--- src/rtl/rtcsr_defs.vh ---
// Constants for the remote terminal command and status register bank.
// Assumes a 10 MHz ref_clk and a 16-bit word-addressed host port.
`ifndef RTCSR_DEFS_VH
`define RTCSR_DEFS_VH

// Register word addresses
`define RTCSR_ADDR_CMD1      8'h02
`define RTCSR_ADDR_CWP1      8'h03
`define RTCSR_ADDR_CMD2      8'h04
`define RTCSR_ADDR_CWP2      8'h05
`define RTCSR_ADDR_BASE1     8'h19
`define RTCSR_ADDR_STAT1     8'h1A
`define RTCSR_ADDR_BASE2     8'h22
`define RTCSR_ADDR_STAT2     8'h23

// Reset values
`define RTCSR_RST_ZERO       16'h0000
`define RTCSR_RST_BASE1      16'h0400
`define RTCSR_RST_BASE2      16'h0600

// Descriptor base: only bits 14-9 hold data
`define RTCSR_BASE_WMASK     16'h7E00

// Status word bits layout
`define RTCSR_STAT_SNDCLR    15
`define RTCSR_STAT_MSGERR    10
`define RTCSR_STAT_INSTR     9
`define RTCSR_STAT_SERVICE_REQUEST_FLAG    8
`define RTCSR_STAT_BCAST     4
`define RTCSR_STAT_BUSY      3
`define RTCSR_STAT_SUBSYSTEM_FAULT_FLAG     2
`define RTCSR_STAT_WMASK     16'h830F
`define RTCSR_STAT_CLRMASK   16'h83EF
`define RTCSR_STAT_TXW       11

// Update delay after bus activity
`define RTCSR_UPD_NS         5000
`define RTCSR_CLK_NS         100
`define RTCSR_UPD_CYC        ((`RTCSR_UPD_NS + `RTCSR_CLK_NS - 1) / `RTCSR_CLK_NS)
`define RTCSR_CNT_W          8

`endif

--- src/rtl/rtcsr_delay.v ---
// One-shot delay timer: a pulse on start gives a pulse on done CYC cycles later.
// Assumes start comes from logic on ref_clk; a new start restarts the count.
`default_nettype none
module rtcsr_delay #(
  parameter CYC = 50,
  parameter W   = 8
) (
  input  wire         ref_clk,
  input  wire         rst_n,
  input  wire         start,
  output reg          done_r
);
  localparam [31:0]  LOAD_I = CYC - 1;
  localparam [W-1:0] LOAD   = LOAD_I[W-1:0];
  localparam [W-1:0] ZERO   = {W{1'b0}};
  localparam [W-1:0] ONE    = {{(W-1){1'b0}}, 1'b1};

  reg [W-1:0] cnt_r;
  reg         run_r;

  always @(posedge ref_clk) begin
    if (!rst_n) begin
      cnt_r  <= ZERO;
      run_r  <= 1'b0;
      done_r <= 1'b0;
    end else begin
      done_r <= 1'b0;
      if (start) begin
        cnt_r <= LOAD;
        run_r <= 1'b1;
      end else if (run_r) begin
        if (cnt_r == ZERO) begin
          run_r  <= 1'b0;
          done_r <= 1'b1;
        end else begin
          cnt_r <= cnt_r - ONE;
        end
      end
    end
  end
endmodule
`default_nettype wire

--- src/rtl/rtcsr_stat.v ---
// Status word bits register of one remote terminal.
// Assumes its strobes come from the message engine on ref_clk.
`default_nettype none
`include "rtcsr_defs.vh"
module rtcsr_stat (
  input  wire         ref_clk,
  input  wire         rst_n,
  input  wire         soft_rst,
  input  wire         wr_en,
  input  wire [15:0]  wdata,
  input  wire         sts_sent,
  input  wire         sts_reuse,
  input  wire         mc16_rx,
  input  wire         vec_opt,
  input  wire         msg_done,
  input  wire         msg_err,
  input  wire         bcast,
  output reg  [15:0]  stat_r
);
  reg [15:0] stat_nxt;
  wire [15:0] wmask = `RTCSR_STAT_WMASK;
  wire [15:0] cmask = `RTCSR_STAT_CLRMASK;

  always @* begin
    stat_nxt = stat_r;
    if (msg_done) begin
      stat_nxt[`RTCSR_STAT_MSGERR] = msg_err;
      stat_nxt[`RTCSR_STAT_BCAST]  = bcast;
    end
    // Mode code replies reuse the status, so they neither fire nor cancel the clear
    if (sts_sent && !sts_reuse && stat_r[`RTCSR_STAT_SNDCLR])
      stat_nxt = stat_nxt & ~cmask;
    if (mc16_rx && !vec_opt)
      stat_nxt[`RTCSR_STAT_SERVICE_REQUEST_FLAG] = 1'b0;
    // A host write in the same cycle wins so the new value is not lost
    if (wr_en)
      stat_nxt = (stat_nxt & ~wmask) | (wdata & wmask);
  end

  always @(posedge ref_clk) begin
    if (!rst_n || soft_rst)
      stat_r <= `RTCSR_RST_ZERO;
    else
      stat_r <= stat_nxt;
  end
endmodule
`default_nettype wire

--- src/rtl/rtcsr_regs.v ---
// Command and status register bank for two remote terminals.
// Assumes the message engine and host port run on ref_clk; rst_n is the master reset pin.
// Behaviour
// - Capture last valid command word per terminal
// - Command word updates 5 us after activity
// - Command and pointer: master reset clears only
// - Hold control word address of captured command
// - Pointer loads 5 us after activity
// - Base resets to 0x0400 / 0x0600
// - Base bit 15, bits 8:0 read zero
// - Status bits clear on either reset
// - Status bits 14-10, 7-4 read-only
// - Device keeps message error and broadcast
// - Other status bits host writable, active high
// - Bits 10-0 feed outgoing status word
// - Host bits persist without send-then-clear
// - Send-then-clear clears bits after status
// - Mode code status replies skip the clear
// - Busy bit set by host write, copied to busy_r
// - Vector mode code clears service request unless vector_mode_option is set
`default_nettype none
`include "rtcsr_defs.vh"
module rtcsr_regs #(
  parameter UPD_CYC = `RTCSR_UPD_CYC,
  parameter CNT_W   = `RTCSR_CNT_W
) (
  input  wire         ref_clk,
  input  wire         rst_n,
  input  wire [1:0]   terminal_soft_reset,
  input  wire         host_cs,
  input  wire         host_wr,
  input  wire         host_rd,
  input  wire [7:0]   host_addr,
  input  wire [15:0]  host_wdata,
  output reg  [15:0]  host_rdata_r,
  input  wire [1:0]   cmd_seen,
  input  wire [31:0]  cmd_word_in,
  input  wire [31:0]  cw_addr_in,
  input  wire [1:0]   sts_sent,
  input  wire [1:0]   sts_reuse,
  input  wire [1:0]   mc16_rx,
  input  wire [1:0]   vector_mode_option,
  input  wire [1:0]   msg_done,
  input  wire [1:0]   msg_err_in,
  input  wire [1:0]   bcast_in,
  output reg  [21:0]  sts_bits_r,
  output reg  [1:0]   busy_r,
  output reg  [31:0]  desc_base_r,
  output reg  [31:0]  cap_cmd_r,
  output reg  [31:0]  cw_ptr_r
);
  wire        wr_ok = host_cs & host_wr;
  wire        rd_ok = host_cs & host_rd;
  wire [31:0] stat_w;
  wire [1:0]  upd_done;
  wire [15:0] bmask = `RTCSR_BASE_WMASK;
  reg  [31:0] pend_cmd_r;
  reg  [31:0] pend_cwp_r;
  reg  [15:0] rd_nxt;

  genvar i;
  generate
    for (i = 0; i < 2; i = i + 1) begin : g_rt
      wire [7:0]  a_base = (i == 0) ? `RTCSR_ADDR_BASE1 : `RTCSR_ADDR_BASE2;
      wire [7:0]  a_stat = (i == 0) ? `RTCSR_ADDR_STAT1 : `RTCSR_ADDR_STAT2;
      wire [15:0] r_base = (i == 0) ? `RTCSR_RST_BASE1 : `RTCSR_RST_BASE2;
      wire [15:0] stat;

      // Held until the delay expires so a half-updated pair is never visible
      always @(posedge ref_clk) begin
        if (!rst_n) begin
          pend_cmd_r[16*i +: 16] <= `RTCSR_RST_ZERO;
          pend_cwp_r[16*i +: 16] <= `RTCSR_RST_ZERO;
        end else if (cmd_seen[i]) begin
          pend_cmd_r[16*i +: 16] <= cmd_word_in[16*i +: 16];
          pend_cwp_r[16*i +: 16] <= cw_addr_in[16*i +: 16];
        end
      end

      // The capture register below adds the last cycle of the wait
      rtcsr_delay #(
        .CYC (UPD_CYC - 1),
        .W   (CNT_W)
      ) u_delay (
        .ref_clk (ref_clk),
        .rst_n   (rst_n),
        .start   (cmd_seen[i]),
        .done_r  (upd_done[i])
      );

      // Soft reset deliberately absent here
      always @(posedge ref_clk) begin
        if (!rst_n) begin
          cap_cmd_r[16*i +: 16] <= `RTCSR_RST_ZERO;
          cw_ptr_r[16*i +: 16]  <= `RTCSR_RST_ZERO;
        end else if (upd_done[i]) begin
          cap_cmd_r[16*i +: 16] <= pend_cmd_r[16*i +: 16];
          cw_ptr_r[16*i +: 16]  <= pend_cwp_r[16*i +: 16];
        end
      end

      always @(posedge ref_clk) begin
        if (!rst_n || terminal_soft_reset[i])
          desc_base_r[16*i +: 16] <= r_base;
        else if (wr_ok && host_addr == a_base)
          desc_base_r[16*i +: 16] <= host_wdata & bmask;
      end

      rtcsr_stat u_stat (
        .ref_clk  (ref_clk),
        .rst_n    (rst_n),
        .soft_rst (terminal_soft_reset[i]),
        .wr_en    (wr_ok && host_addr == a_stat),
        .wdata    (host_wdata),
        .sts_sent (sts_sent[i]),
        .sts_reuse(sts_reuse[i]),
        .mc16_rx  (mc16_rx[i]),
        .vec_opt  (vector_mode_option[i]),
        .msg_done (msg_done[i]),
        .msg_err  (msg_err_in[i]),
        .bcast    (bcast_in[i]),
        .stat_r   (stat)
      );
      assign stat_w[16*i +: 16] = stat;

      // One cycle behind the register; the engine reads it at response time
      always @(posedge ref_clk) begin
        if (!rst_n) begin
          sts_bits_r[11*i +: 11] <= 11'h000;
          busy_r[i]              <= 1'b0;
        end else begin
          sts_bits_r[11*i +: 11] <= stat_nxt_view(stat);
          busy_r[i]              <= stat[`RTCSR_STAT_BUSY];
        end
      end
    end
  endgenerate

  function [10:0] stat_nxt_view;
    input [15:0] s;
    begin
      stat_nxt_view = s[10:0];
    end
  endfunction

  always @* begin
    rd_nxt = `RTCSR_RST_ZERO;
    case (host_addr)
      `RTCSR_ADDR_CMD1:  rd_nxt = cap_cmd_r[15:0];
      `RTCSR_ADDR_CWP1:  rd_nxt = cw_ptr_r[15:0];
      `RTCSR_ADDR_CMD2:  rd_nxt = cap_cmd_r[31:16];
      `RTCSR_ADDR_CWP2:  rd_nxt = cw_ptr_r[31:16];
      `RTCSR_ADDR_BASE1: rd_nxt = desc_base_r[15:0];
      `RTCSR_ADDR_STAT1: rd_nxt = stat_w[15:0];
      `RTCSR_ADDR_BASE2: rd_nxt = desc_base_r[31:16];
      `RTCSR_ADDR_STAT2: rd_nxt = stat_w[31:16];
      default:           rd_nxt = `RTCSR_RST_ZERO;
    endcase
  end

  // Read data holds until the next read strobe
  always @(posedge ref_clk) begin
    if (!rst_n)
      host_rdata_r <= `RTCSR_RST_ZERO;
    else if (rd_ok)
      host_rdata_r <= rd_nxt;
  end
endmodule
`default_nettype wire

--- config.mk ---
export PLATFORM = sky130hd
export DESIGN_NAME = rtcsr_regs
export DESIGN_NICKNAME = d
export VERILOG_FILES = /design/src/rtl/rtcsr_delay.v /design/src/rtl/rtcsr_stat.v /design/src/rtl/rtcsr_regs.v
export VERILOG_INCLUDE_DIRS = /design/src /design/src/rtl
export SDC_FILE = /design/constraint.sdc
export NUM_CORES = 1
export LEC_CHECK = 0
export BUFFER_PORTS_ARGS = -buffer_cell sky130_fd_sc_hd__buf_2
export CAP_MARGIN = 20
export CORE_MARGIN = 8
export CORE_UTILIZATION = 35
export DETAILED_ROUTE_END_ITERATION = 10
export GPL_TIMING_DRIVEN = 0
export SLEW_MARGIN = 0
export SYNTH_ARGS = -nofsm -noshare
export SYNTH_HDL_FRONTEND = slang
export SYNTH_HIERARCHICAL = 1
export SYNTH_SLANG_ARGS = --single-unit
--- constraint.sdc ---
create_clock -name ref_clk -period 3.3 [get_ports ref_clk]
set_clock_uncertainty 0.2 [all_clocks]
set_input_delay 0.165 -clock ref_clk [delete_from_list [all_inputs] [get_ports ref_clk]]
set_output_delay 0.165 -clock ref_clk [all_outputs]
set_load 0.01 [all_outputs]
==> impl_metrics.xml <==
<?xml version="1.0" encoding="UTF-8"?>
<metrics>
  <group name="cells_and_area">
    <metric name="multi_input_comb_area" unit="sq um">4760</metric>
    <metric name="ff_latch_area" unit="sq um">4320</metric>
    <metric name="layout-area-overhead-vs-synth" unit="%">37.7</metric>
    <metric name="layout.core_utilization" unit="%">49.1</metric>
    <metric name="filler_cells" unit="">2499</metric>
    <metric name="post_route_cells_drive_above_1_share" unit="%">26.1</metric>
    <metric name="nets" unit="">1433</metric>
    <metric name="design_area" unit="sq um">13200</metric>
  </group>
  <group name="logic_synthesis">
    <metric name="number_of_flops_mapped_to_enable_cells_by_yosys" unit="">0</metric>
    <metric name="synthDistinctLibCells" unit="">57</metric>
    <metric name="synth-async-reset-ratio" unit="%">0</metric>
    <metric name="syn-mean-instance-area" unit="sq um">10.3</metric>
    <metric name="yosys_warnings" unit="">6</metric>
    <metric name="synth_area" unit="sq um">9570</metric>
    <metric name="synth.ff_latch_count" unit="">216</metric>
    <metric name="postSynth.topFlopCell" unit="">sky130_fd_sc_hd__dfxtp_1</metric>
    <metric name="synthCells" unit="">929</metric>
    <metric name="yosysSeqAreaShare" unit="%">45.2</metric>
  </group>
  <group name="worst_setup_path">
    <metric name="critical_path_arrival" unit="ns">2.97</metric>
    <metric name="reg2reg_to" unit="">g_rt[0].u_stat/stat_r[8]</metric>
    <metric name="r2r_slack" unit="ns">1.13</metric>
    <metric name="path_max_fanout" unit="">10</metric>
    <metric name="timing.setup.critical_path_class" unit="">input port to register</metric>
    <metric name="setup.worst_path.start_class" unit="">input port</metric>
    <metric name="worst_r2r_path_depth" unit="">5</metric>
    <metric name="critical_path_required" unit="ns">3.49</metric>
    <metric name="launching_point_of_the_worst_reg2reg_path" unit="">g_rt[0].u_stat/stat_r[15]</metric>
    <metric name="worst_setup_path_end_kind" unit="">register</metric>
  </group>
  <group name="global_route">
    <metric name="global_route.usage.total" unit="%">18.0</metric>
    <metric name="vias_in_the_first_global_route" unit="">8099</metric>
    <metric name="grt_pass1_wl" unit="um">47100</metric>
    <metric name="overflow_after_grt" unit="">0</metric>
    <metric name="antenna_found_initial" unit="">1</metric>
    <metric name="largest_net_degree_at_the_start_of_global_routing" unit="">16</metric>
  </group>
  <group name="place">
    <metric name="place_congestion" unit="">0.857</metric>
    <metric name="dp_worst_setup_slack" unit="ns">0.905</metric>
    <metric name="post_placement_cell_area" unit="sq um">11200</metric>
    <metric name="buffer_ports.inserted" unit="">221</metric>
    <metric name="hpwl_after_detailed_placement" unit="um">23200</metric>
  </group>
  <group name="detailed_routing">
    <metric name="drc" unit="">0</metric>
    <metric name="routed-via-count" unit="">7941</metric>
    <metric name="wire_per_inst" unit="um">18.4</metric>
    <metric name="routed_wire_length" unit="um">30800</metric>
    <metric name="drt_iter0_drc" unit="">343</metric>
    <metric name="drtAntennaViolNets" unit="">0</metric>
    <metric name="detail_route.vias_per_cell" unit="">4.74</metric>
    <metric name="drt_pass_1_iters" unit="">5</metric>
  </group>
  <group name="timing">
    <metric name="final.setup.worst_slack" unit="ns">0.525</metric>
    <metric name="tns" unit="ns">0</metric>
    <metric name="grt_setup_unrepaired" unit="">no</metric>
    <metric name="setup_viol" unit="">0</metric>
    <metric name="min_period" unit="ns">2.77</metric>
    <metric name="max_slew.worst_pin.slew" unit="ns">0.614</metric>
    <metric name="finalMaxSlewViolations" unit="">0</metric>
    <metric name="timing.max_slew.rel_slack" unit="%">59.1</metric>
    <metric name="report.final.hold_viol_count" unit="">0</metric>
    <metric name="maxClockFrequency" unit="GHz">0.360</metric>
    <metric name="fin_crit_sh" unit="%">84.1</metric>
  </group>
  <group name="flow_run">
    <metric name="cap_viol_max_count" unit="">0</metric>
  </group>
  <group name="power">
    <metric name="power_per_cell_area" unit="nW/um^2">469</metric>
    <metric name="power.ir.vdd_worst" unit="mV">0.395</metric>
    <metric name="leak" unit="nW">5.73</metric>
  </group>
  <group name="clock_tree">
    <metric name="clock_tree_from_tritoncts" unit="">yes</metric>
    <metric name="htree_levels" unit="">1</metric>
    <metric name="worstSkewPairLatency" unit="ns">0.52</metric>
    <metric name="clock_path_buffers" unit="">3</metric>
    <metric name="clkTransAtPathRegs" unit="ns">0.06</metric>
    <metric name="postCtsHoldBufs" unit="">111</metric>
    <metric name="post_cts.repair.setup_buffers" unit="">0</metric>
    <metric name="cts_inserted_buffers" unit="">24</metric>
    <metric name="cts.root.buffer_cell" unit="">sky130_fd_sc_hd__clkbuf_16</metric>
    <metric name="cts.sinks" unit="">216</metric>
    <metric name="post_cts_resized" unit="">0</metric>
  </group>
  <group name="floorplanning">
    <metric name="die_x" unit="um">181</metric>
    <metric name="fp.dieArea" unit="sq um">32900</metric>
    <metric name="die_y" unit="um">181</metric>
    <metric name="floorplan.core_area" unit="sq um">26900</metric>
    <metric name="start_util" unit="%">35.6</metric>
    <metric name="io_pins" unit="">247</metric>
    <metric name="floorplan.rows" unit="">60</metric>
  </group>
  <group name="worst_hold_path">
    <metric name="holdPathEnd" unit="">host_rdata_r[4]</metric>
    <metric name="worstHoldPathType" unit="">input port to register</metric>
    <metric name="beginning_of_the_worst_hold_path" unit="">host_addr[0]</metric>
    <metric name="whs_path_depth" unit="">5</metric>
  </group>
  <group name="status">
    <metric name="status" unit="">finished, final reports clean</metric>
  </group>
</metrics>
## worst max-delay path, stage by stage
cell                            delay (ns)
sky130_fd_sc_hd__buf_2                0.13
sky130_fd_sc_hd__buf_2                0.21
sky130_fd_sc_hd__nor4b_1              0.40
sky130_fd_sc_hd__buf_2                0.28
sky130_fd_sc_hd__nand2_1              0.08
sky130_fd_sc_hd__nor2_1               0.37
sky130_fd_sc_hd__nand4b_1             0.17
sky130_fd_sc_hd__dlygate4sd3_1        0.55
sky130_fd_sc_hd__a21oi_1              0.06
sky130_fd_sc_hd__dlygate4sd3_1        0.56
## synthesized netlist by cell type, types with 8 or more instances
| library cell | number | area share [%] |
|---|---|---|
| sky130_fd_sc_hd__a211oi_1 | 9 | 0.71 |
| sky130_fd_sc_hd__a21oi_1 | 28 | 1.5 |
| sky130_fd_sc_hd__a22o_1 | 9 | 0.82 |
| sky130_fd_sc_hd__and2_1 | 25 | 1.6 |
| sky130_fd_sc_hd__and3_1 | 13 | 0.85 |
| sky130_fd_sc_hd__buf_2 | 24 | 1.3 |
| sky130_fd_sc_hd__buf_4 | 38 | 3.0 |
| sky130_fd_sc_hd__clkbuf_1 | 26 | 1.0 |
| sky130_fd_sc_hd__dfxtp_1 | 216 | 45 |
| sky130_fd_sc_hd__inv_1 | 8 | 0.31 |
| sky130_fd_sc_hd__mux2i_1 | 177 | 19 |
| sky130_fd_sc_hd__nand2_1 | 45 | 1.8 |
| sky130_fd_sc_hd__nand2b_1 | 12 | 0.78 |
| sky130_fd_sc_hd__nand3b_1 | 14 | 1.1 |
| sky130_fd_sc_hd__nor2_1 | 24 | 0.94 |
| sky130_fd_sc_hd__nor2b_1 | 136 | 8.9 |
| sky130_fd_sc_hd__o22ai_1 | 13 | 0.85 |
## sequential cells by signal, indices dropped and copies added (netlist names)
register / count
sts_bits_r: 22
desc_base_r: 12
pend_cmd_r: 32
pend_cwp_r: 32
host_rdata_r: 16
g_rt.u_stat/stat_r: 18
g_rt.u_delay/run_r: 2
g_rt.u_delay/cnt_r: 16
g_rt.u_delay/done_r: 2
cap_cmd_r: 32
cw_ptr_r: 32
## routing by layer
layer | vias up | routed length [um] | global-route usage [%]
met5 | - | 0 | 0
met4 | 0 | 614 | 4.36
met1 | 3678 | 13700 | 22.7
met3 | 37 | 2040 | 4.53
met2 | 260 | 14400 | 30.3
li1 | 3966 | - | -
## cells in the final DEF (no fill, tap or decap), drive strengths merged, types with 3 or more instances in the layout
cell type,netlist,routed
a222oi,5,5
a22o,9,9
a22oi,5,5
clkbuf,26,58
dfxtp,216,216
ha,4,4
and3b,3,3
a211o,3,3
or3b,4,4
and3,13,13
dlygate4sd3,0,111
nand3b,16,16
nand2b,12,12
o21a,4,4
nand4,3,3
nor4b,6,6
nand2,45,45
o21ai,12,12
a32oi,5,5
o31a,4,4
conb,3,34
and2,25,25
clkinv,0,4
bufinv,0,4
buf,68,289
a21boi,4,4
a211oi,9,9
nor2b,136,136
nor3b,3,3
a21oi,28,28
nor4,5,5
a32o,3,3
inv,8,8
nor2,24,24
o22ai,13,13
mux2i,177,177
o2bb2ai,3,3
## final cells by class
type	instances	share of cell area [%]
Buffer	94	4.36
Clock inverter	10	1.26
Timing Repair Buffer	332	16.8
Sequential cell	216	32.8
Clock buffer	32	5.16
Multi-Input combinational cell	642	36.1
Inverter	8	0.228
Tap cell	341	3.24
Antenna cell	1	0.0190
## per-stage QoR
| stage | hold WS [ns] | total power [W] | std cells |
|---|---|---|---|
| 5_1_grt | 0.0815 | 0.00641 | 1676 |
| 6_report | 0.0521 | 0.00618 | 1676 |
| 3_3_place_gp | 0.200 | 0.00328 | 1522 |
| 2_1_floorplan | 0.0675 | 0.00310 | 960 |
| 4_1_cts | 0.0190 | 0.00623 | 1675 |
| 3_5_place_dp | 0.201 | 0.00329 | 1522 |
## cells by family after synthesis
| kind of cell | count (synthesis) | share of synthesized area (%) |
|---|---|---|
| other cells | 3 | 0.118 |
| mux | 177 | 18.5 |
| simple gates | 310 | 20.4 |
| fa+ha+maj | 4 | 0.523 |
| buf+inv | 102 | 6.31 |
| compound gates | 117 | 9.02 |
| flops | 216 | 45.2 |
## where the power goes
| group | total [W] | switching [W] | internal [W] |
|---|---|---|---|
| clock network | 0.00285 | 0.00109 | 0.00176 |
| registers | 0.00273 | 0.0000476 | 0.00268 |
| logic | 0.000600 | 0.000280 | 0.000320 |
## worst max-delay path by stage
stage	startpoint	end	slack, ns
floorplan	host_addr[2]	g_rt[1].u_stat/stat_r[0]	1.54
global placement	host_addr[4]	g_rt[1].u_stat/stat_r[1]	0.90
detailed placement	host_addr[2]	g_rt[1].u_stat/stat_r[1]	0.91
CTS	host_addr[0]	g_rt[0].u_stat/stat_r[8]	0.62
global route	host_addr[0]	g_rt[0].u_stat/stat_r[8]	0.39
finish	host_addr[0]	g_rt[0].u_stat/stat_r[8]	0.53
Power figures use the tool's default switching activity.
